==> src/hdl/mag_cfg_pkg.sv <==
package mag_cfg_pkg;
  // bus geometry
  localparam int ADDR_W = 8;
  localparam int DATA_W = 8;
  // register offsets
  localparam logic [7:0] STATUS_OFS = 8'h4A;
  localparam logic [7:0] MODE_OFS = 8'h4C;
  localparam logic [7:0] IRQ_EN_OFS = 8'h4D;
  localparam logic [7:0] PIN_CFG_OFS = 8'h4E;
  localparam logic [7:0] LOW_LIM_OFS = 8'h4F;
  localparam logic [7:0] HIGH_LIM_OFS = 8'h50;
  // reset values
  localparam logic [7:0] MODE_RST = 8'h00;
  localparam logic [7:0] IRQ_EN_RST = 8'h3F;
  localparam logic [7:0] PIN_CFG_RST = 8'h07;
  localparam logic [7:0] LOW_LIM_RST = 8'h00;
  localparam logic [7:0] HIGH_LIM_RST = 8'h00;
  localparam logic [7:0] STATUS_RST = 8'h00;
  // mode register fields
  localparam int ADVANCED_SELFTEST_CTL_LSB = 6;
  localparam int RATE_LSB = 3;
  localparam int OPM_LSB = 1;
  localparam int SELFTEST_BIT = 0;
  // interrupt enable register fields
  localparam int OVERRUN_EN_BIT = 7;
  localparam int OVF_MAP_BIT = 6;
  localparam int HIGH_EN_LSB = 3;
  localparam int LOW_EN_LSB = 0;
  // pin and axis register fields
  localparam int RDY_PIN_EN_BIT = 7;
  localparam int IRQ_PIN_EN_BIT = 6;
  localparam int CHAN_DIS_LSB = 3;
  localparam int RDY_POL_BIT = 2;
  localparam int LATCH_BIT = 1;
  localparam int IRQ_POL_BIT = 0;
  // status register fields
  localparam int ST_OVERRUN_BIT = 7;
  localparam int ST_OVF_BIT = 6;
  localparam int ST_HIGH_LSB = 3;
  localparam int ST_LOW_LSB = 0;
  // axis bookkeeping: x, y, z in index order
  localparam int NUM_AXES = 3;
  localparam int AXIS_Z = 2;
  localparam int LIM_W = 8;
  // operation modes, gray along normal, forced, sleep
  typedef enum logic [1:0] {
    OPM_NORMAL = 2'h0,
    OPM_FORCED = 2'h1,
    OPM_SLEEP = 2'h3
  } op_mode_t;
  localparam logic [1:0] OPM_RESERVED = 2'h2;

  // output data rate code to rate in hertz
  function automatic logic [4:0] rate_hz(input logic [2:0] code);
    logic [4:0] hz;
    hz = 5'h0A;
    unique case (code)
      3'h0: hz = 5'h0A;
      3'h1: hz = 5'h02;
      3'h2: hz = 5'h06;
      3'h3: hz = 5'h08;
      3'h4: hz = 5'h0F;
      3'h5: hz = 5'h14;
      3'h6: hz = 5'h19;
      3'h7: hz = 5'h1E;
    endcase
    return hz;
  endfunction : rate_hz
endpackage : mag_cfg_pkg

==> src/hdl/limit_if.sv <==
`timescale 1ns/1ps
// top bytes of held axis data, limits and raw threshold hits
interface limit_if;
  logic [2:0][7:0] axis_msb; // signed top byte per axis, x at index 0
  logic [7:0] low_lim; // signed low limit
  logic [7:0] high_lim; // signed high limit
  logic [2:0] low_hit; // value below low limit
  logic [2:0] high_hit; // value above high limit
  modport src (output axis_msb, output low_lim, output high_lim, input low_hit,
    input high_hit);
  modport eval (input axis_msb, input low_lim, input high_lim, output low_hit,
    output high_hit);
endinterface : limit_if

==> src/hdl/mag_mode_irq_config_regs.sv <==
`timescale 1ns/1ps
// How it works
// - rate field bits 5:3 picks data rate
// - mode field 00 normal 01 forced 11 sleep
// - advanced self-test control at bits 7:6
// - normal self-test control at bit 0
// - overrun flagged only while its enable set
// - overflow reaches interrupt pin when mapped
// - high-limit axis enables, active low, reset off
// - low-limit axis enables, active low, reset off
// - disabled channel keeps its last value
// - z off stops resistance, forces zero
// - disabled axes still evaluated on held value
// - ready pin driven only when enabled
// - interrupt pin driven only when enabled
// - channel enables bits 5:3, active low
// - ready pin polarity from bit 2
// - latched interrupt holds until status read
// - interrupt pin polarity from bit 0
// - low limit register sets low threshold
// - status layout overrun, overflow, high, low
// - high limit register sets high threshold
module mag_mode_irq_config_regs #(
  parameter int X_W = 13,
  parameter int Z_W = 15,
  parameter int R_W = 14
) (
  input wire logic sys_clk_in,
  input wire logic reset_n_in,
  input wire logic [7:0] addr_in,
  input wire logic [7:0] wr_data_in,
  input wire logic wr_en_in,
  input wire logic rd_en_in,
  output logic [7:0] rd_data_out,
  input wire logic meas_valid_in,
  input wire logic [X_W-1:0] meas_x_in,
  input wire logic [X_W-1:0] meas_y_in,
  input wire logic [Z_W-1:0] meas_z_in,
  input wire logic [R_W-1:0] meas_r_in,
  input wire logic overflow_in,
  input wire logic data_read_in,
  output logic [X_W-1:0] x_data_out,
  output logic [X_W-1:0] y_data_out,
  output logic [Z_W-1:0] z_data_out,
  output logic [R_W-1:0] r_data_out,
  output logic [2:0] chan_enable_out,
  output logic [1:0] op_mode_out,
  output logic [2:0] output_rate_sel_out,
  output logic [4:0] rate_hz_out,
  output logic [1:0] advanced_selftest_ctl_out,
  output logic selftest_out,
  output logic [7:0] low_limit_value_out,
  output logic [7:0] high_limit_value_out,
  output logic data_ready_pin_out,
  output logic irq_pin_out
);

  // configuration registers
  logic [7:0] mode_q; // mode, rate and self-test
  logic [7:0] irq_en_q; // interrupt source enables
  logic [7:0] pin_cfg_q; // pin mapping and channel enables
  logic [7:0] low_lim_q; // low threshold
  logic [7:0] high_lim_q; // high threshold
  logic [7:0] status_q; // interrupt status
  logic [7:0] status_d;
  logic ready_q; // a sample waits unread
  logic [X_W-1:0] x_q;
  logic [X_W-1:0] y_q;
  logic [Z_W-1:0] z_q;
  logic [R_W-1:0] r_q;
  logic [7:0] rd_data_q;
  logic [1:0] op_mode_q;
  logic [4:0] rate_hz_q;
  logic irq_pin_q;
  logic rdy_pin_q;
  logic [2:0] chan_en_q; // channel enables held for the output pins
  logic [2:0] chan_on; // active-high channel enables
  logic [2:0] high_on; // active-high high-limit enables
  logic [2:0] low_on; // active-high low-limit enables
  logic [7:0] cur; // event and condition vector, status layout
  logic [7:0] clr_mask; // bits cleared by a status read
  logic status_rd; // host reads the status register
  logic irq_cond; // interrupt condition before the pin stage

  limit_if lim ();

  // write decode, shared by every writable register process
  function automatic logic wr_hit(input logic [7:0] a, input logic [7:0] ofs,
    input logic we);
    return we && (a == ofs);
  endfunction : wr_hit

  // active-low enable fields turned active high
  assign chan_on = ~pin_cfg_q[mag_cfg_pkg::CHAN_DIS_LSB +: 3];
  assign high_on = ~irq_en_q[mag_cfg_pkg::HIGH_EN_LSB +: 3];
  assign low_on = ~irq_en_q[mag_cfg_pkg::LOW_EN_LSB +: 3];
  assign status_rd = rd_en_in && (addr_in == mag_cfg_pkg::STATUS_OFS);

  // mode, rate and self-test register
  always_ff @(posedge sys_clk_in or negedge reset_n_in)
  begin
    if (!reset_n_in)
    begin
      mode_q <= mag_cfg_pkg::MODE_RST;
    end
    else if (wr_hit(addr_in, mag_cfg_pkg::MODE_OFS, wr_en_in))
    begin
      // stored as written so the reserved code still reads back
      mode_q <= wr_data_in;
    end
  end

  // interrupt source enable register
  always_ff @(posedge sys_clk_in or negedge reset_n_in)
  begin
    if (!reset_n_in)
    begin
      irq_en_q <= mag_cfg_pkg::IRQ_EN_RST;
    end
    else if (wr_hit(addr_in, mag_cfg_pkg::IRQ_EN_OFS, wr_en_in))
    begin
      irq_en_q <= wr_data_in;
    end
  end

  // pin mapping and axis enable register
  always_ff @(posedge sys_clk_in or negedge reset_n_in)
  begin
    if (!reset_n_in)
    begin
      pin_cfg_q <= mag_cfg_pkg::PIN_CFG_RST;
    end
    else if (wr_hit(addr_in, mag_cfg_pkg::PIN_CFG_OFS, wr_en_in))
    begin
      pin_cfg_q <= wr_data_in;
    end
  end

  // threshold registers
  always_ff @(posedge sys_clk_in or negedge reset_n_in)
  begin
    if (!reset_n_in)
    begin
      low_lim_q <= mag_cfg_pkg::LOW_LIM_RST;
      high_lim_q <= mag_cfg_pkg::HIGH_LIM_RST;
    end
    else
    begin
      if (wr_hit(addr_in, mag_cfg_pkg::LOW_LIM_OFS, wr_en_in))
        low_lim_q <= wr_data_in;
      if (wr_hit(addr_in, mag_cfg_pkg::HIGH_LIM_OFS, wr_en_in))
        high_lim_q <= wr_data_in;
    end
  end

  // mode decode; the reserved code falls to sleep, the safest choice
  always_ff @(posedge sys_clk_in or negedge reset_n_in)
  begin
    if (!reset_n_in)
    begin
      op_mode_q <= mag_cfg_pkg::OPM_NORMAL;
      rate_hz_q <= mag_cfg_pkg::rate_hz(mag_cfg_pkg::MODE_RST[mag_cfg_pkg::RATE_LSB +: 3]);
    end
    else
    begin
      unique case (mode_q[mag_cfg_pkg::OPM_LSB +: 2])
        mag_cfg_pkg::OPM_NORMAL: op_mode_q <= mag_cfg_pkg::OPM_NORMAL;
        mag_cfg_pkg::OPM_FORCED: op_mode_q <= mag_cfg_pkg::OPM_FORCED;
        mag_cfg_pkg::OPM_SLEEP: op_mode_q <= mag_cfg_pkg::OPM_SLEEP;
        default: op_mode_q <= mag_cfg_pkg::OPM_SLEEP;
      endcase
      rate_hz_q <= mag_cfg_pkg::rate_hz(mode_q[mag_cfg_pkg::RATE_LSB +: 3]);
    end
  end

  // held measurement data; a disabled channel keeps its last sample
  always_ff @(posedge sys_clk_in or negedge reset_n_in)
  begin
    if (!reset_n_in)
    begin
      x_q <= '0;
      y_q <= '0;
      z_q <= '0;
      r_q <= '0;
    end
    else
    begin
      if (meas_valid_in && chan_on[0])
        x_q <= meas_x_in;
      if (meas_valid_in && chan_on[1])
        y_q <= meas_y_in;
      if (meas_valid_in && chan_on[mag_cfg_pkg::AXIS_Z])
        z_q <= meas_z_in;
      // resistance rides on the z channel and reads zero while it is off
      if (!chan_on[mag_cfg_pkg::AXIS_Z])
        r_q <= '0;
      else if (meas_valid_in)
        r_q <= meas_r_in;
    end
  end

  // data ready: set by a sample, cleared when data are read; set wins
  always_ff @(posedge sys_clk_in or negedge reset_n_in)
  begin
    if (!reset_n_in)
      ready_q <= 1'b0;
    else if (meas_valid_in)
      ready_q <= 1'b1;
    else if (data_read_in)
      ready_q <= 1'b0;
  end

  // threshold comparison works on the held top byte of each axis
  assign lim.axis_msb[0] = x_q[X_W-1 -: mag_cfg_pkg::LIM_W];
  assign lim.axis_msb[1] = y_q[X_W-1 -: mag_cfg_pkg::LIM_W];
  assign lim.axis_msb[2] = z_q[Z_W-1 -: mag_cfg_pkg::LIM_W];
  assign lim.low_lim = low_lim_q;
  assign lim.high_lim = high_lim_q;

  limit_eval #(
    .NUM_AXES(mag_cfg_pkg::NUM_AXES)
  ) u_limit_eval (
    .lim(lim)
  );

  // current events and conditions, laid out like the status register
  always_comb
  begin
    cur = '0;
    cur[mag_cfg_pkg::ST_OVERRUN_BIT] = meas_valid_in && ready_q
      && irq_en_q[mag_cfg_pkg::OVERRUN_EN_BIT];
    cur[mag_cfg_pkg::ST_OVF_BIT] = overflow_in;
    cur[mag_cfg_pkg::ST_HIGH_LSB +: 3] = lim.high_hit & high_on;
    cur[mag_cfg_pkg::ST_LOW_LSB +: 3] = lim.low_hit & low_on;
  end

  // a status read clears latched bits; overrun is an event, so always sticky
  always_comb
  begin
    clr_mask = status_rd ? 8'hFF : 8'h00;
    if (pin_cfg_q[mag_cfg_pkg::LATCH_BIT])
    begin
      status_d = (status_q & ~clr_mask) | cur;
    end
    else
    begin
      // live conditions; only the overrun event needs holding
      status_d = cur;
      status_d[mag_cfg_pkg::ST_OVERRUN_BIT] = cur[mag_cfg_pkg::ST_OVERRUN_BIT]
        | (status_q[mag_cfg_pkg::ST_OVERRUN_BIT] & ~clr_mask[mag_cfg_pkg::ST_OVERRUN_BIT]);
    end
  end

  // status register
  always_ff @(posedge sys_clk_in or negedge reset_n_in)
  begin
    if (!reset_n_in)
      status_q <= mag_cfg_pkg::STATUS_RST;
    else
      status_q <= status_d;
  end

  // interrupt pin condition: thresholds always, overflow only when mapped
  assign irq_cond = (|status_q[mag_cfg_pkg::ST_HIGH_LSB +: 3])
    || (|status_q[mag_cfg_pkg::ST_LOW_LSB +: 3])
    || (status_q[mag_cfg_pkg::ST_OVF_BIT] && irq_en_q[mag_cfg_pkg::OVF_MAP_BIT]);

  // pin stage; a disabled pin rests at its inactive level
  always_ff @(posedge sys_clk_in or negedge reset_n_in)
  begin
    if (!reset_n_in)
    begin
      irq_pin_q <= 1'b0;
      rdy_pin_q <= 1'b0;
      chan_en_q <= ~mag_cfg_pkg::PIN_CFG_RST[mag_cfg_pkg::CHAN_DIS_LSB +: 3];
    end
    else
    begin
      irq_pin_q <= (irq_cond && pin_cfg_q[mag_cfg_pkg::IRQ_PIN_EN_BIT])
        ~^ pin_cfg_q[mag_cfg_pkg::IRQ_POL_BIT];
      rdy_pin_q <= (ready_q && pin_cfg_q[mag_cfg_pkg::RDY_PIN_EN_BIT])
        ~^ pin_cfg_q[mag_cfg_pkg::RDY_POL_BIT];
      // registered so the enable output comes from a flop, one cycle behind
      chan_en_q <= chan_on;
    end
  end

  // read port; data stand only in the cycle after the strobe
  always_ff @(posedge sys_clk_in or negedge reset_n_in)
  begin
    if (!reset_n_in)
    begin
      rd_data_q <= '0;
    end
    else if (!rd_en_in)
    begin
      rd_data_q <= '0;
    end
    else
    begin
      unique case (addr_in)
        mag_cfg_pkg::STATUS_OFS: rd_data_q <= status_q;
        mag_cfg_pkg::MODE_OFS: rd_data_q <= mode_q;
        mag_cfg_pkg::IRQ_EN_OFS: rd_data_q <= irq_en_q;
        mag_cfg_pkg::PIN_CFG_OFS: rd_data_q <= pin_cfg_q;
        mag_cfg_pkg::LOW_LIM_OFS: rd_data_q <= low_lim_q;
        mag_cfg_pkg::HIGH_LIM_OFS: rd_data_q <= high_lim_q;
        default: rd_data_q <= '0; // unmapped reads as zero
      endcase
    end
  end

  // outputs, all from flip-flops
  assign rd_data_out = rd_data_q;
  assign x_data_out = x_q;
  assign y_data_out = y_q;
  assign z_data_out = z_q;
  assign r_data_out = r_q;
  assign chan_enable_out = chan_en_q;
  assign op_mode_out = op_mode_q;
  assign output_rate_sel_out = mode_q[mag_cfg_pkg::RATE_LSB +: 3];
  assign rate_hz_out = rate_hz_q;
  assign advanced_selftest_ctl_out = mode_q[mag_cfg_pkg::ADVANCED_SELFTEST_CTL_LSB +: 2];
  assign selftest_out = mode_q[mag_cfg_pkg::SELFTEST_BIT];
  assign low_limit_value_out = low_lim_q;
  assign high_limit_value_out = high_lim_q;
  assign data_ready_pin_out = rdy_pin_q;
  assign irq_pin_out = irq_pin_q;
endmodule : mag_mode_irq_config_regs

==> src/hdl/limit_eval.sv <==
`timescale 1ns/1ps
module limit_eval #(
  parameter int NUM_AXES = 3
) (
  limit_if.eval lim
);
  // one comparator pair per axis; purely combinational, the caller registers
  genvar g;
  generate
    for (g = 0; g < NUM_AXES; g++)
    begin : g_axis
      // held value keeps being compared even when its channel is off
      assign lim.low_hit[g] = $signed(lim.axis_msb[g]) < $signed(lim.low_lim);
      assign lim.high_hit[g] = $signed(lim.axis_msb[g]) > $signed(lim.high_lim);
    end
  endgenerate
endmodule : limit_eval

==> config.mk <==
export PLATFORM = sky130hd
export DESIGN_NAME = mag_mode_irq_config_regs
export DESIGN_NICKNAME = d
export VERILOG_FILES = /design/src/hdl/mag_cfg_pkg.sv /design/src/hdl/limit_if.sv /design/src/hdl/mag_mode_irq_config_regs.sv /design/src/hdl/limit_eval.sv
export SDC_FILE = /design/constraint.sdc
export NUM_CORES = 1
export LEC_CHECK = 0
export ABC_AREA = 1
export BUFFER_PORTS_ARGS = -buffer_cell sky130_fd_sc_hd__buf_4
export CELL_PAD_IN_SITES_DETAIL_PLACEMENT = 1
export CELL_PAD_IN_SITES_GLOBAL_PLACEMENT = 1
export CORE_MARGIN = 2
export CORE_UTILIZATION = 41
export CTS_BUF_LIST = sky130_fd_sc_hd__clkbuf_4
export DETAILED_ROUTE_END_ITERATION = 8
export MAX_ROUTING_LAYER = met4
export PLACE_DENSITY_LB_ADDON = 0.1
export SYNTH_ARGS = -nofsm -noshare
export SYNTH_HDL_FRONTEND = slang
export SYNTH_SLANG_ARGS = --single-unit
==> constraint.sdc <==
create_clock -name sys_clk_in -period 1.85 [get_ports sys_clk_in]
set_input_delay 0.37 -clock sys_clk_in [delete_from_list [all_inputs] [get_ports sys_clk_in]]
set_output_delay 0.37 -clock sys_clk_in [all_outputs]
set_load 0.01 [all_outputs]
* After elaboration in Yosys (flattened, before gate mapping)
Memories as Yosys holds them, arrays and structs flattened. A register that Yosys moved wholly into a read port is not among the register bits.
Cells that the tools add are included.
** Storage, ports and cells
- ROM bits :: 40
- Bits in latches :: 0
- Memories :: 1
- Bits in writable memories :: 0
- Register bits :: 119
- Word-level logic and storage cells :: 74
- Input port bits :: 78
** Cells by class
- $add $sub $neg :: 0
- Equality and inequality tests :: 8
- Bitwise logic cells :: 13
- Reductions and logical operators :: 21
- Magnitude comparators :: 6
- Multiplexer cells :: 9
- Multiply operators :: 0
- Shifts and indexed selects :: 0
- Div/mod/pow operators :: 0
** Memories
- (name not given) :: depth 8, bits a word 5, read ports 1, clocked after Yosys merged registers in 1, wr ports 0, RTL line mag_cfg_pkg.sv:57 : unique case (code)
** Operators by type and width (count)
- $eq 8x7->1 const B :: 6
- $pmux 8 s6 :: 1
- $mux 14 :: 2
- $gt 8x8->1 :: 3
- $lt 8x8->1 :: 3
- $mux 8 :: 3
- $logic_and 1x1->1 :: 14
- $not 3->3 :: 3
- $and 8x8->8 :: 1
- $not 8->8 :: 1
- $or 8x8->8 :: 1
- $and 3x3->3 :: 2
- $reduce_or 3->1 :: 2
- $pmux 2 s2 :: 1
- $eq 2x1->1 const B :: 1
- $logic_not 2->1 :: 1
- $logic_or 1x1->1 :: 2
- $mux 1 :: 2
- $ne 2x2->1 const B :: 1
- $reduce_bool 2->1 :: 1
- $xnor 1x1->1 :: 2
- $and 1x1->1 :: 1
- $logic_not 1->1 :: 1
- $not 1->1 :: 1
- $or 1x1->1 :: 1

* Logic depth before layout (Yosys ltp)
Gate-level depths: netlist (run 1).
- Depth in word-level cells :: 7
- Gate-level depth with buffers :: 11
- Depth with buffers taken out :: 11

* Hierarchy
Synthesis (run 1) repeated with hierarchy kept, for this count alone.
** Unflattened totals
- Cells, all modules :: 698
- Area, all modules :: 6591.3 um2
** By module, submodules not included
- mag_mode_irq_config_regs :: area an instance 5408.9 um2, instances 1, cells each 504
- limit_eval :: area an instance 1182.4 um2, instances 1, cells each 194

* Least setup slack after synthesis (run 1)
OpenSTA, ideal clock, no wires.
- Path type :: reg-to-reg
- Start point :: register high_lim_q[1], in the netlist high_limit_value_out[1]
- End point :: register status_q[5]
- Setup time :: 117 ps
- Data required time :: 1733 ps
- Setup slack :: 443 ps
- Period minus slack after synthesis :: 1407 ps
- Path buffers :: 0
- Cell stages (with the launch flop) :: 12
- Arrival :: 1290 ps
- Cell sequence :: dfrtp_1 > inv_1 > ha_1 > inv_1 > nor2_1 > nor2_1 > o21ai_0 > nand2_1 > nand2_1 > nand2_1 > nand3_1 > nand2_1
** On the way
- Longest elaborated chain between the ends :: 4
** Ends and longest elaborated chain
- start, declared :: RTL line mag_mode_irq_config_regs.sv:63 : logic [7:0] high_lim_q;
- start signal, assigned :: RTL line mag_mode_irq_config_regs.sv:145 : high_lim_q <= mag_cfg_pkg::HIGH_LIM_RST;
- start signal, assigned :: RTL line mag_mode_irq_config_regs.sv:152 : high_lim_q <= wr_data_in;
- $gt 8x8->1 * :: RTL line limit_eval.sv:14 : assign lim.high_hit[g] = $signed(lim.axis_msb[g]) > $signed(lim.high_lim);
- $and 3x3->3 * :: RTL line mag_mode_irq_config_regs.sv:233 : cur[mag_cfg_pkg::ST_HIGH_LSB +: 3] = lim.high_hit & high_on;
- $or 8x8->8 :: RTL line mag_mode_irq_config_regs.sv:243 : status_d = (status_q & ~clr_mask) | cur;
- $mux 8 * :: RTL line mag_mode_irq_config_regs.sv:241 : if (pin_cfg_q[mag_cfg_pkg::LATCH_BIT])
- named net status_d[5] :: RTL line mag_mode_irq_config_regs.sv:65 : logic [7:0] status_d;
- end signal, assigned :: RTL line mag_mode_irq_config_regs.sv:258 : status_q <= mag_cfg_pkg::STATUS_RST;
- end signal, assigned :: RTL line mag_mode_irq_config_regs.sv:260 : status_q <= status_d;
- end, declared :: RTL line mag_mode_irq_config_regs.sv:64 : logic [7:0] status_q;
Mark *: on every way through the listed nets, which the timed path passes. The rest lies on a longest branch.
A chain may end at the register's enable or synchronous reset.

* Worst setup path in the final report (run 1)
- Start point :: register low_lim_q[3], in the netlist low_limit_value_out[3]
- End point :: register status_q[0]
** On the way
- Longest elaborated chain between the ends :: 4
** Ends and longest elaborated chain
- start, declared :: RTL line mag_mode_irq_config_regs.sv:62 : logic [7:0] low_lim_q;
- start signal, assigned :: RTL line mag_mode_irq_config_regs.sv:144 : low_lim_q <= mag_cfg_pkg::LOW_LIM_RST;
- start signal, assigned :: RTL line mag_mode_irq_config_regs.sv:150 : low_lim_q <= wr_data_in;
- $lt 8x8->1 * :: RTL line limit_eval.sv:13 : assign lim.low_hit[g] = $signed(lim.axis_msb[g]) < $signed(lim.low_lim);
- $and 3x3->3 * :: RTL line mag_mode_irq_config_regs.sv:234 : cur[mag_cfg_pkg::ST_LOW_LSB +: 3] = lim.low_hit & low_on;
- $or 8x8->8 :: RTL line mag_mode_irq_config_regs.sv:243
- $mux 8 * :: RTL line mag_mode_irq_config_regs.sv:241
- named net status_d[0] :: RTL line mag_mode_irq_config_regs.sv:65
Marked as above.

==> run metrics, run 1 <==
count of nets after finishing 1014; Yosys cell types 35; clock slew seen by the registers of the worst setup and hold paths 0.11 ns; drt drc 0; CP required 2.28 ns; clock sinks 124; Die Span X 129.7 um; count of flip-flops with a built-in enable after synthesis 0; Critical Path Source Type flip-flop; Num CTS Buffers 17; cell area reported after detailed placement 0.008078 mm2; initial cell density of the core 0.4230; RSZ-0062 raised after global routing false; per-cell routed wire length 18.30 um; combined area of the multi-input logic cells 0.002913 mm2; outcome complete, no violations; crit end category flip-flop; die span in y 129.7 um; design area 0.008474 mm2; highest achievable clock rate 0.5788 GHz; IR drop worst, VDD 0.4925 mV; via count of the first global-routing pass 6138; number of nets produced by synthesis 820; number of buffers and inverters on the critical path 1; part of the cycle the worst path needs 0.9339; half-perimeter wire length after detailed placement 15550 um; Setup Fix Bufs, Post-CTS 0; Synth area leaders sky130_fd_sc_hd__dfrtp_1 42%, sky130_fd_sc_hd__ha_1 9.7%, sky130_fd_sc_hd__nand2_1 8.2%; summed negative setup slack over all endpoints 0 ns; total via count in the routed design 5668; Synth top cells by count 142 x sky130_fd_sc_hd__nand2_1, 110 x sky130_fd_sc_hd__dfrtp_1, 89 x sky130_fd_sc_hd__nand3_1; Initial DRT Pass Iterations 4; number of design-rule violations left by the first detailed-router iteration 260; # H-tree levels 4; area fraction of the dominant cell type after synthesis 0.4249; maximum single-stage delay on the critical path 0.45 ns; # port buffers 174; cell-by-cell listing of the critical path inv_1, ha_1, a21oi_1, nand2_1, nand2_1, nand3_1, nand3_1, nand2_1; Warnings, synthesis 0; Layout Area Growth over Synthesis 30.80%; Top Family by Delay on Critical Path simple AND/OR/NAND/NOR gates; synthesized cell area 0.006479 mm2; clock skew after layout 0.01862 ns; share of layout cells above drive strength 1 0.3515; transition time at the pin with the least slew margin 0.5014 ns; maximum fanout count along the critical path 4; standard cell with the maximum stage delay on the critical path sky130_fd_sc_hd__dfrtp_1; cell accounting for the most synthesized area sky130_fd_sc_hd__dfrtp_1; fraction of registers with async set/reset 1.000; Final Slew Violations 0; wire length of the first global-routing pass 31700 um; core region area 0.01531 mm2; number of fill cells 1820; Longest Clk Path Bufs 2; Max-cap violations 0; mean area per synthesized cell 9.362 um2; Register Area 0.003120 mm2; PD cells 812.4 mW/mm2; antenna violations before repair 1; Min Clock Period, post-route 1.728 ns; global placement routability congestion 0.8512; data arrival at the endpoint of the critical path 2.16 ns; Main synth FF type sky130_fd_sc_hd__dfrtp_1; Worst Hold Class in2reg; post-synthesis sequential element count 124; CTS tree done; source-to-sink clock delay at the later pin of the worst-skew pair 0.56 ns; standard-cell row count 45; post-route antenna net violation count 0; number of setup violations in the final report 0; buffer cell driving the clock tree root sky130_fd_sc_hd__clkbuf_4; vias per cell 5.102; Syn Inst Count 692; I/O pin total 175; Routed WL 20330 um; GRT Resource Usage Total 0.2576; static leakage power 4.206 nW; Setup CP Type reg2reg; cell occurring most often along the worst timing path sky130_fd_sc_hd__nand2_1; Slew HR 0.6657; Hold Vio Cnt, Final 0; overflow left after global routing 0; cell with the most instances after synthesis sky130_fd_sc_hd__nand2_1; overall die area 0.01682 mm2; maximum number of pins on one net before global-route repair 86; portion of the post-synthesis area used by sequential elements 0.4817
==> path summary, 6_finish.rpt <==
path | start | end | slack, ns | cells after the start
setup / recovery | low_limit_value_out[3]$_DFFE_PN0P_ | status_q[0]$_DFF_PN0_ | 0.12 | 8
setup reg to reg | low_limit_value_out[3]$_DFFE_PN0P_ | status_q[0]$_DFF_PN0_ | 0.12 | 8
max in group asynchronous | reset_n_in | chan_enable_out[1]$_DFF_PN1_ | 1.05 | 3
min in group asynchronous | reset_n_in | y_data_out[6]$_DFFE_PN0P_ | 0.40 | 3
hold reg to reg | pin_cfg_q[3]$_DFFE_PN0P_ | chan_enable_out[0]$_DFF_PN1_ | 0.45 | 1
hold / removal | meas_r_in[11] | r_data_out[11]$_DFFE_PN0P_ | 0.04 | 3
==> worst reg2reg max path, stage by stage (launching register included) <==
cell	delay, ns
sky130_fd_sc_hd__dfrtp_1	0.45
sky130_fd_sc_hd__inv_1	0.13
sky130_fd_sc_hd__ha_1	0.31
sky130_fd_sc_hd__a21oi_1	0.17
sky130_fd_sc_hd__nand2_1	0.13
sky130_fd_sc_hd__nand2_1	0.10
sky130_fd_sc_hd__nand3_1	0.11
sky130_fd_sc_hd__nand3_1	0.14
sky130_fd_sc_hd__nand2_1	0.08
==> cells in the final DEF, fill, tap and decap left out, types with 3 or more instances in the layout <==
master / instances
sky130_fd_sc_hd__buf_4: 196
sky130_fd_sc_hd__nand2_1: 142
sky130_fd_sc_hd__dfrtp_1: 110
sky130_fd_sc_hd__nand3_1: 89
sky130_fd_sc_hd__inv_1: 73
sky130_fd_sc_hd__ha_1: 50
sky130_fd_sc_hd__mux2_2: 38
sky130_fd_sc_hd__nor2_1: 30
sky130_fd_sc_hd__a21oi_1: 29
sky130_fd_sc_hd__o21ai_0: 22
sky130_fd_sc_hd__clkbuf_4: 19
sky130_fd_sc_hd__o21ai_1: 18
sky130_fd_sc_hd__o21ai_2: 16
sky130_fd_sc_hd__dfstp_2: 14
sky130_fd_sc_hd__nand2_2: 6
sky130_fd_sc_hd__bufinv_16: 6
sky130_fd_sc_hd__o21a_1: 5
sky130_fd_sc_hd__clkinv_1: 3
sky130_fd_sc_hd__inv_2: 3
sky130_fd_sc_hd__nor3_1: 3
sky130_fd_sc_hd__nand3_4: 3
sky130_fd_sc_hd__dlygate4sd3_1: 3
==> registers in the layout (all words and copies together), names as in the netlist <==
register	flops
irq_pin_out	1
rd_data_out	8
ready_q	1
z_data_out	15
chan_enable_out	3
r_data_out	14
irq_en_q	8
data_ready_pin_out	1
x_data_out	13
rate_hz_out	5
y_data_out	13
low_limit_value_out	8
mode_q	8
pin_cfg_q	8
op_mode_out	2
status_q	8
high_limit_value_out	8
==> per-stage QoR <==
stage | setup WS, ns | hold slack (ns) | util | total power, W | cells
finish | 0.1223 | 0.04090 | 0.5534 | 0.006885 | 1111
global route | 0.006724 | 0.004582 | 0.5534 | 0.007247 | 1111
CTS | 0.1351 | 0.002250 | 0.5532 | 0.006954 | 1110
detailed placement | 0.1297 | 0.4340 | 0.5275 | 0.004520 | 1075
global placement | 0.1607 | 0.4312 | 0.5275 | 0.004428 | 1075
floorplan | 0.4425 | 0.07441 | - | 0.003781 | 692
==> logic make-up after synthesis <==
| group | share of synthesized area |
|---|---|
| xor+xnor | 0.002704 |
| mux | 0.06605 |
| flops | 0.4817 |
| buf+inv | 0.06972 |
| simple gates | 0.2001 |
| fa+ha+maj | 0.09656 |
| compound gates | 0.08324 |
==> final cells by class <==
type	instances	area share
Clock inverter	13	0.02613
Sequential cell	124	0.3682
Timing Repair Buffer	200	0.1795
Tap cell	211	0.03115
Clock buffer	19	0.01683
Inverter	77	0.03411
Antenna cell	1	0.0002953
Multi-Input combinational cell	466	0.3437
==> power breakdown <==
group          total [W]  internal, W  switching (W)
Sequential       0.00311      0.00293       0.000184
Combinational    0.00135     0.000637       0.000718
Clock            0.00242      0.00136        0.00106
==> routing by layer <==
| layer | global-route usage | vias up | share of wire |
|---|---|---|---|
| li1 | - | 2675 | - |
| met1 | 0.3162 | 2812 | 0.43 |
| met2 | 0.4327 | 158 | 0.51 |
| met3 | 0.04715 | 23 | 0.045 |
| met4 | 0.08286 | 0 | 0.015 |
| met5 | - | - | 0 |
==> timing repair <==
action	CTS	global route
hold buffers	3	0
resized for setup	0	0
hold endpoints to repair	112	0
Power figures use the tool's default switching activity.
==> run 2, diff against run 1 <==
ABC_AREA = not set   (was 1)
CORE_UTILIZATION = 43   (was 41)
CTS_BUF_LIST = sky130_fd_sc_hd__clkbuf_8   (was sky130_fd_sc_hd__clkbuf_4)
==> run metrics, run 2 <==
CP required 2.18 ns; Hold Vio Cnt, Final 0; overall die area 0.01548 mm2; # H-tree levels 4; portion of the post-synthesis area used by sequential elements 0.5006; Synth top cells by count 110 x sky130_fd_sc_hd__dfrtp_1, 78 x sky130_fd_sc_hd__mux2_2, 50 x sky130_fd_sc_hd__ha_1; data arrival at the endpoint of the critical path 2.11 ns; drt drc 0; number of nets produced by synthesis 629; Longest Clk Path Bufs 2; standard-cell row count 44; Min Clock Period, post-route 1.784 ns; cell-by-cell listing of the critical path inv_1, ha_1, nand4_1, nor3_2, nor4_1, a221o_1; Syn Inst Count 501; Layout Cells excl Fill 897; PD cells 828.4 mW/mm2; GRT Resource Usage Total 0.2467; cell accounting for the most synthesized area sky130_fd_sc_hd__dfrtp_1; maximum single-stage delay on the critical path 0.36 ns; I/O pin total 175; Initial DRT Pass Iterations 4; Yosys cell types 48; Synth area leaders sky130_fd_sc_hd__dfrtp_1 44%, sky130_fd_sc_hd__mux2_2 14%, sky130_fd_sc_hd__ha_1 10%; Max-cap violations 0; antenna violations before repair 0; count of flip-flops with a built-in enable after synthesis 0; post-route antenna net violation count 0; static leakage power 4.066 nW; standard cell with the maximum stage delay on the critical path sky130_fd_sc_hd__dfrtp_1; clock slew seen by the registers of the worst setup and hold paths 0.07 ns; mean area per synthesized cell 12.44 um2; count of nets after finishing 828; setup slack at placement -0.003450 ns; part of the cycle the worst path needs 0.9644; cell with the most instances after synthesis sky130_fd_sc_hd__dfrtp_1; initial cell density of the core 0.4338; synthesized cell area 0.006233 mm2; total via count in the routed design 4853; CTS tree done; top library cells by usage in the layout, fill and taps aside 202 x sky130_fd_sc_hd__buf_4, 109 x sky130_fd_sc_hd__dfrtp_1, 78 x sky130_fd_sc_hd__mux2_2; transition time at the pin with the least slew margin 0.4337 ns; most frequent standard cell in the layout excluding fill and tap cells sky130_fd_sc_hd__buf_4; maximum number of pins on one net before global-route repair 77; maximum fanout count along the critical path 3; crit end category flip-flop; buffer cell driving the clock tree root sky130_fd_sc_hd__clkbuf_8; clock skew after layout 0.008700 ns; Warnings, synthesis 0; PnR worst setup slack 0.06585 ns; final hold slack 0.1243 ns; vias per cell 5.410; global placement routability congestion 0.8766; via count of the first global-routing pass 5437; Top Family by Delay on Critical Path simple AND/OR/NAND/NOR gates; highest achievable clock rate 0.5605 GHz; number of buffers and inverters on the critical path 1; Slew HR 0.7109; wire length of the first global-routing pass 28800 um; area fraction of the dominant cell type after synthesis 0.4416; die span in y 124.4 um; core region area 0.01437 mm2; share of layout cells above drive strength 1 0.4895; number of setup violations in the final report 0; outcome complete, no violations; clock sinks 124; number of design-rule violations left by the first detailed-router iteration 212; Setup CP Type reg2reg; Layout Area Growth over Synthesis 34.04%; number of inserted diodes 0; Die Span X 124.4 um; Main synth FF type sky130_fd_sc_hd__dfrtp_1; Final Slew Violations 0; Num CTS Buffers 17; # port buffers 174; IR drop worst, VDD 0.4453 mV; post-synthesis sequential element count 124; Cells after DPL 863; Largest register FFs 15; fraction of registers with async set/reset 1.000; Routed WL 18270 um; source-to-sink clock delay at the later pin of the worst-skew pair 0.44 ns; Critical Path Source Type flip-flop; per-cell routed wire length 20.36 um; half-perimeter wire length after detailed placement 13930 um; Worst Hold Class in2reg; overflow left after global routing 0
-- run 2: cell types whose count changed in the layout (fill, tap and decap cells not counted), sizes merged, moves of 16 or more --
cell,change
nand2,-138
nand3,-87
mux2,+48
inv,-40
o21ai,-39
mux2i,+20
a21oi,-16
-- run 2: metal layers --
layer / vias to the layer above / wire, um / track usage / part of all wire
met5: - / 0 / - / 0
met4: 0 / 476 / 0.09055 / 0.026
met3: 36 / 859 / 0.05241 / 0.047
met2: 163 / 9047 / 0.4057 / 0.50
met1: 2444 / 7882 / 0.3013 / 0.43
li1: 2210 / - / - / -
-- run 2: worst reg2reg max path: stages (launching register included) --
cell	delay, ns
sky130_fd_sc_hd__dfrtp_1	0.36
sky130_fd_sc_hd__inv_1	0.11
sky130_fd_sc_hd__ha_1	0.36
sky130_fd_sc_hd__nand4_1	0.17
sky130_fd_sc_hd__nor3_2	0.27
sky130_fd_sc_hd__nor4_1	0.09
sky130_fd_sc_hd__a221o_1	0.31
-- run 2: area by class of cell --
type | count | area, um2
clock inverters | 13 | 150.1
fillers | 1485 | 6013
repair buffers | 205 | 1567
flip-flops and latches | 124 | 3122
multi-input cells | 318 | 2898
clock buffers | 19 | 261.5
well taps | 184 | 230.2
inverters | 34 | 127.6
-- run 2: worst paths after layout --
kind	cells past startpoint	startpoint	endpoint	slack [ns]
setup / recovery	6	high_limit_value_out[6]$_DFFE_PN0P_	status_q[4]$_DFF_PN0_	0.07
hold / removal	3	meas_y_in[5]	y_data_out[5]$_DFFE_PN0P_	0.12
setup reg to reg	6	high_limit_value_out[6]$_DFFE_PN0P_	status_q[4]$_DFF_PN0_	0.07
hold reg to reg	0	mode_q[2]$_DFFE_PN0P_	op_mode_out[1]$_DFF_PN0_	0.45
max in group asynchronous	3	reset_n_in	rate_hz_out[1]$_DFF_PN1_	0.96
min in group asynchronous	3	reset_n_in	y_data_out[7]$_DFFE_PN0P_	0.45
-- run 2: cells by family after synthesis --
logic type,share of synthesized area
compound gates,0.08270
xor+xnor,0.002811
fa+ha+maj,0.1004
buf+inv,0.04035
flops,0.5006
mux,0.1923
simple gates,0.08089
-- run 2: metrics by stage --
step / area, um2 / util / power, W / TNS [ns]
after floorplan: 6233 / - / 0.003736 / 0
after global placement: 7889 / 0.5490 / 0.004378 / 0
after CTS: 8313 / 0.5785 / 0.006964 / 0
after global routing: 8356 / 0.5815 / 0.007261 / -0.04072
final: 8356 / 0.5815 / 0.006921 / 0
after detailed placement: 7889 / 0.5490 / 0.004458 / -0.003450
-- run 2: timing repair --
action,in CTS,in global routing
setup endpoints to repair,1,3
setup buffers,0,1
gates resized for setup,2,9
hold endpoints to repair,110,0
hold buffers,1,0
-- run 2: power by group --
part / switching, W / internal (W) / total, W
clock network: 0.00110 / 0.00139 / 0.00249
registers: 0.000200 / 0.00293 / 0.00313
logic: 0.000620 / 0.000683 / 0.00130
total: 0.00192 / 0.00500 / 0.00692
==> run 3, diff against run 2 <==
CORE_UTILIZATION = 35   (was 43)
==> run metrics, run 3 (synthesis results as in run 2) <==
Longest Clk Path Bufs 2; Critical Path Source Type flip-flop; CTS tree done; Die Span X 137.5 um; most frequent standard cell in the layout excluding fill and tap cells sky130_fd_sc_hd__buf_4; via count of the first global-routing pass 5295; Worst Hold Class in2reg; wire length of the first global-routing pass 29390 um; static leakage power 4.069 nW; source-to-sink clock delay at the later pin of the worst-skew pair 0.45 ns; final hold slack 0.1129 ns; core region area 0.01736 mm2; data arrival at the endpoint of the critical path 2.10 ns; worst r2r src y_data_out[11]$_DFFE_PN0P_; die span in y 137.5 um; total power consumption of the routed design 0.006879 W; total via count in the routed design 4824; transition time at the pin with the least slew margin 0.4330 ns; maximum fanout count along the critical path 4; # H-tree levels 4; Min Clock Period, post-route 1.763 ns; Slew HR 0.7113; overflow left after global routing 0; vias per cell 5.121; count of nets after finishing 832; CP required 2.19 ns; cell-by-cell listing of the critical path ha_1, nand4_1, nor3_2, nor4_1, a221o_1; I/O pin total 175; origin of the worst setup path y_data_out[11]$_DFFE_PN0P_; Largest register FFs 15; antenna violations before repair 0; crit end category flip-flop; global placement routability congestion 0.8874; maximum number of pins on one net before global-route repair 44; Routed WL 18920 um; Layout Area Growth over Synthesis 35.65%; # port buffers 174; IR drop worst, VDD 0.4222 mV; buffer cell driving the clock tree root sky130_fd_sc_hd__clkbuf_8; post-route antenna net violation count 0; Hold Vio Cnt, Final 0; Setup Fix Bufs, Post-CTS 0; setup slack at placement -0.04855 ns; RSZ-0062 raised after global routing false; part of the cycle the worst path needs 0.9529; min-delay src overflow_in; half-perimeter wire length after detailed placement 14680 um; maximum single-stage delay on the critical path 0.44 ns; clock slew seen by the registers of the worst setup and hold paths 0.08 ns; Max-cap violations 0; number of design-rule violations left by the first detailed-router iteration 160; top library cells by usage in the layout, fill and taps aside 206 x sky130_fd_sc_hd__buf_4, 109 x sky130_fd_sc_hd__dfrtp_1, 78 x sky130_fd_sc_hd__mux2_2; highest achievable clock rate 0.5673 GHz; Num CTS Buffers 17; initial cell density of the core 0.3591; per-cell routed wire length 20.08 um; Initial DRT Pass Iterations 4; Setup CP Type reg2reg; number of fill cells 1866; PnR worst setup slack 0.08717 ns; PD cells 813.5 mW/mm2; clock skew after layout 0.008391 ns; share of layout cells above drive strength 1 0.4979; GRT Resource Usage Total 0.2171; number of inserted diodes 0; Final Slew Violations 0; standard-cell row count 48; outcome complete, no violations; standard cell with the maximum stage delay on the critical path sky130_fd_sc_hd__dfrtp_1; clock sinks 124; overall die area 0.01889 mm2; number of setup violations in the final report 0; drt drc 0
-- run 3: changes by cell type in the layout (fill, tap and decap cells not counted), sizes merged --
cell      change
buf           +4
clkinvlp      +1
bufinv        -1
clkinv        +1
inv           +1
clkbuf        -2
-- run 3: cell type report --
class,instances,area [um2],share of cell area
clock buffers,17,234.0,0.02767
multi-input cells,318,2928,0.3463
well taps,225,281.5,0.03329
flip-flops and latches,124,3122,0.3692
repair buffers,209,1597,0.1888
inverters,34,127.6,0.01509
clock inverters,15,166.4,0.01968
-- run 3: worst paths after layout --
path | cells past startpoint | endpoint | slack [ns]
min in group asynchronous | 2 | y_data_out[4]$_DFFE_PN0P_ | 0.40
max in group asynchronous | 3 | rate_hz_out[3]$_DFF_PN1_ | 0.73
hold / removal | 2 | status_q[6]$_DFF_PN0_ | 0.11
setup / recovery | 5 | status_q[4]$_DFF_PN0_ | 0.09
setup reg to reg | 5 | status_q[4]$_DFF_PN0_ | 0.09
hold reg to reg | 1 | chan_enable_out[0]$_DFF_PN1_ | 0.45
-- run 3: what timing repair did --
action,4_1_cts,5_1_grt
setup endpoints to repair,3,3
resized for setup,5,10
hold buffers,1,0
pin swaps,0,1
endpoints found under the hold margin,24,0
-- run 3: per-stage QoR --
| stage | instances | instance area (um2) | setup TNS (ns) | utilization |
|---|---|---|---|---|
| 6_report | 942 | 8456 | 0 | 0.4872 |
| 5_1_grt | 942 | 8456 | 0 | 0.4872 |
| 4_1_cts | 942 | 8402 | 0 | 0.4841 |
| 3_5_place_dp | 909 | 7978 | -0.05304 | 0.4596 |
| 3_3_place_gp | 909 | 7978 | 0 | 0.4596 |
| 2_1_floorplan | 501 | 6233 | 0 | - |
-- run 3: routing by layer --
metal	track usage	wire length, um	vias up
li1	-	-	2219
met1	0.2804	8261	2431
met5	-	0	-
met4	0.07388	413	0
met3	0.05224	1095	26
met2	0.3353	9149	148
-- run 3: worst max-delay path, delay by kind of cell, from the launching register on --
kind,cells,cell delay [ns]
compound gates,1,0.32
flops,1,0.44
simple gates,3,0.52
fa+ha+maj,1,0.37
-- run 3: power breakdown --
group	total [W]	switching [W]	internal [W]
Clock	0.00243	0.00122	0.00121
Combinational	0.00132	0.000626	0.000691
Sequential	0.00313	0.000201	0.00293
Total	0.00688	0.00204	0.00484
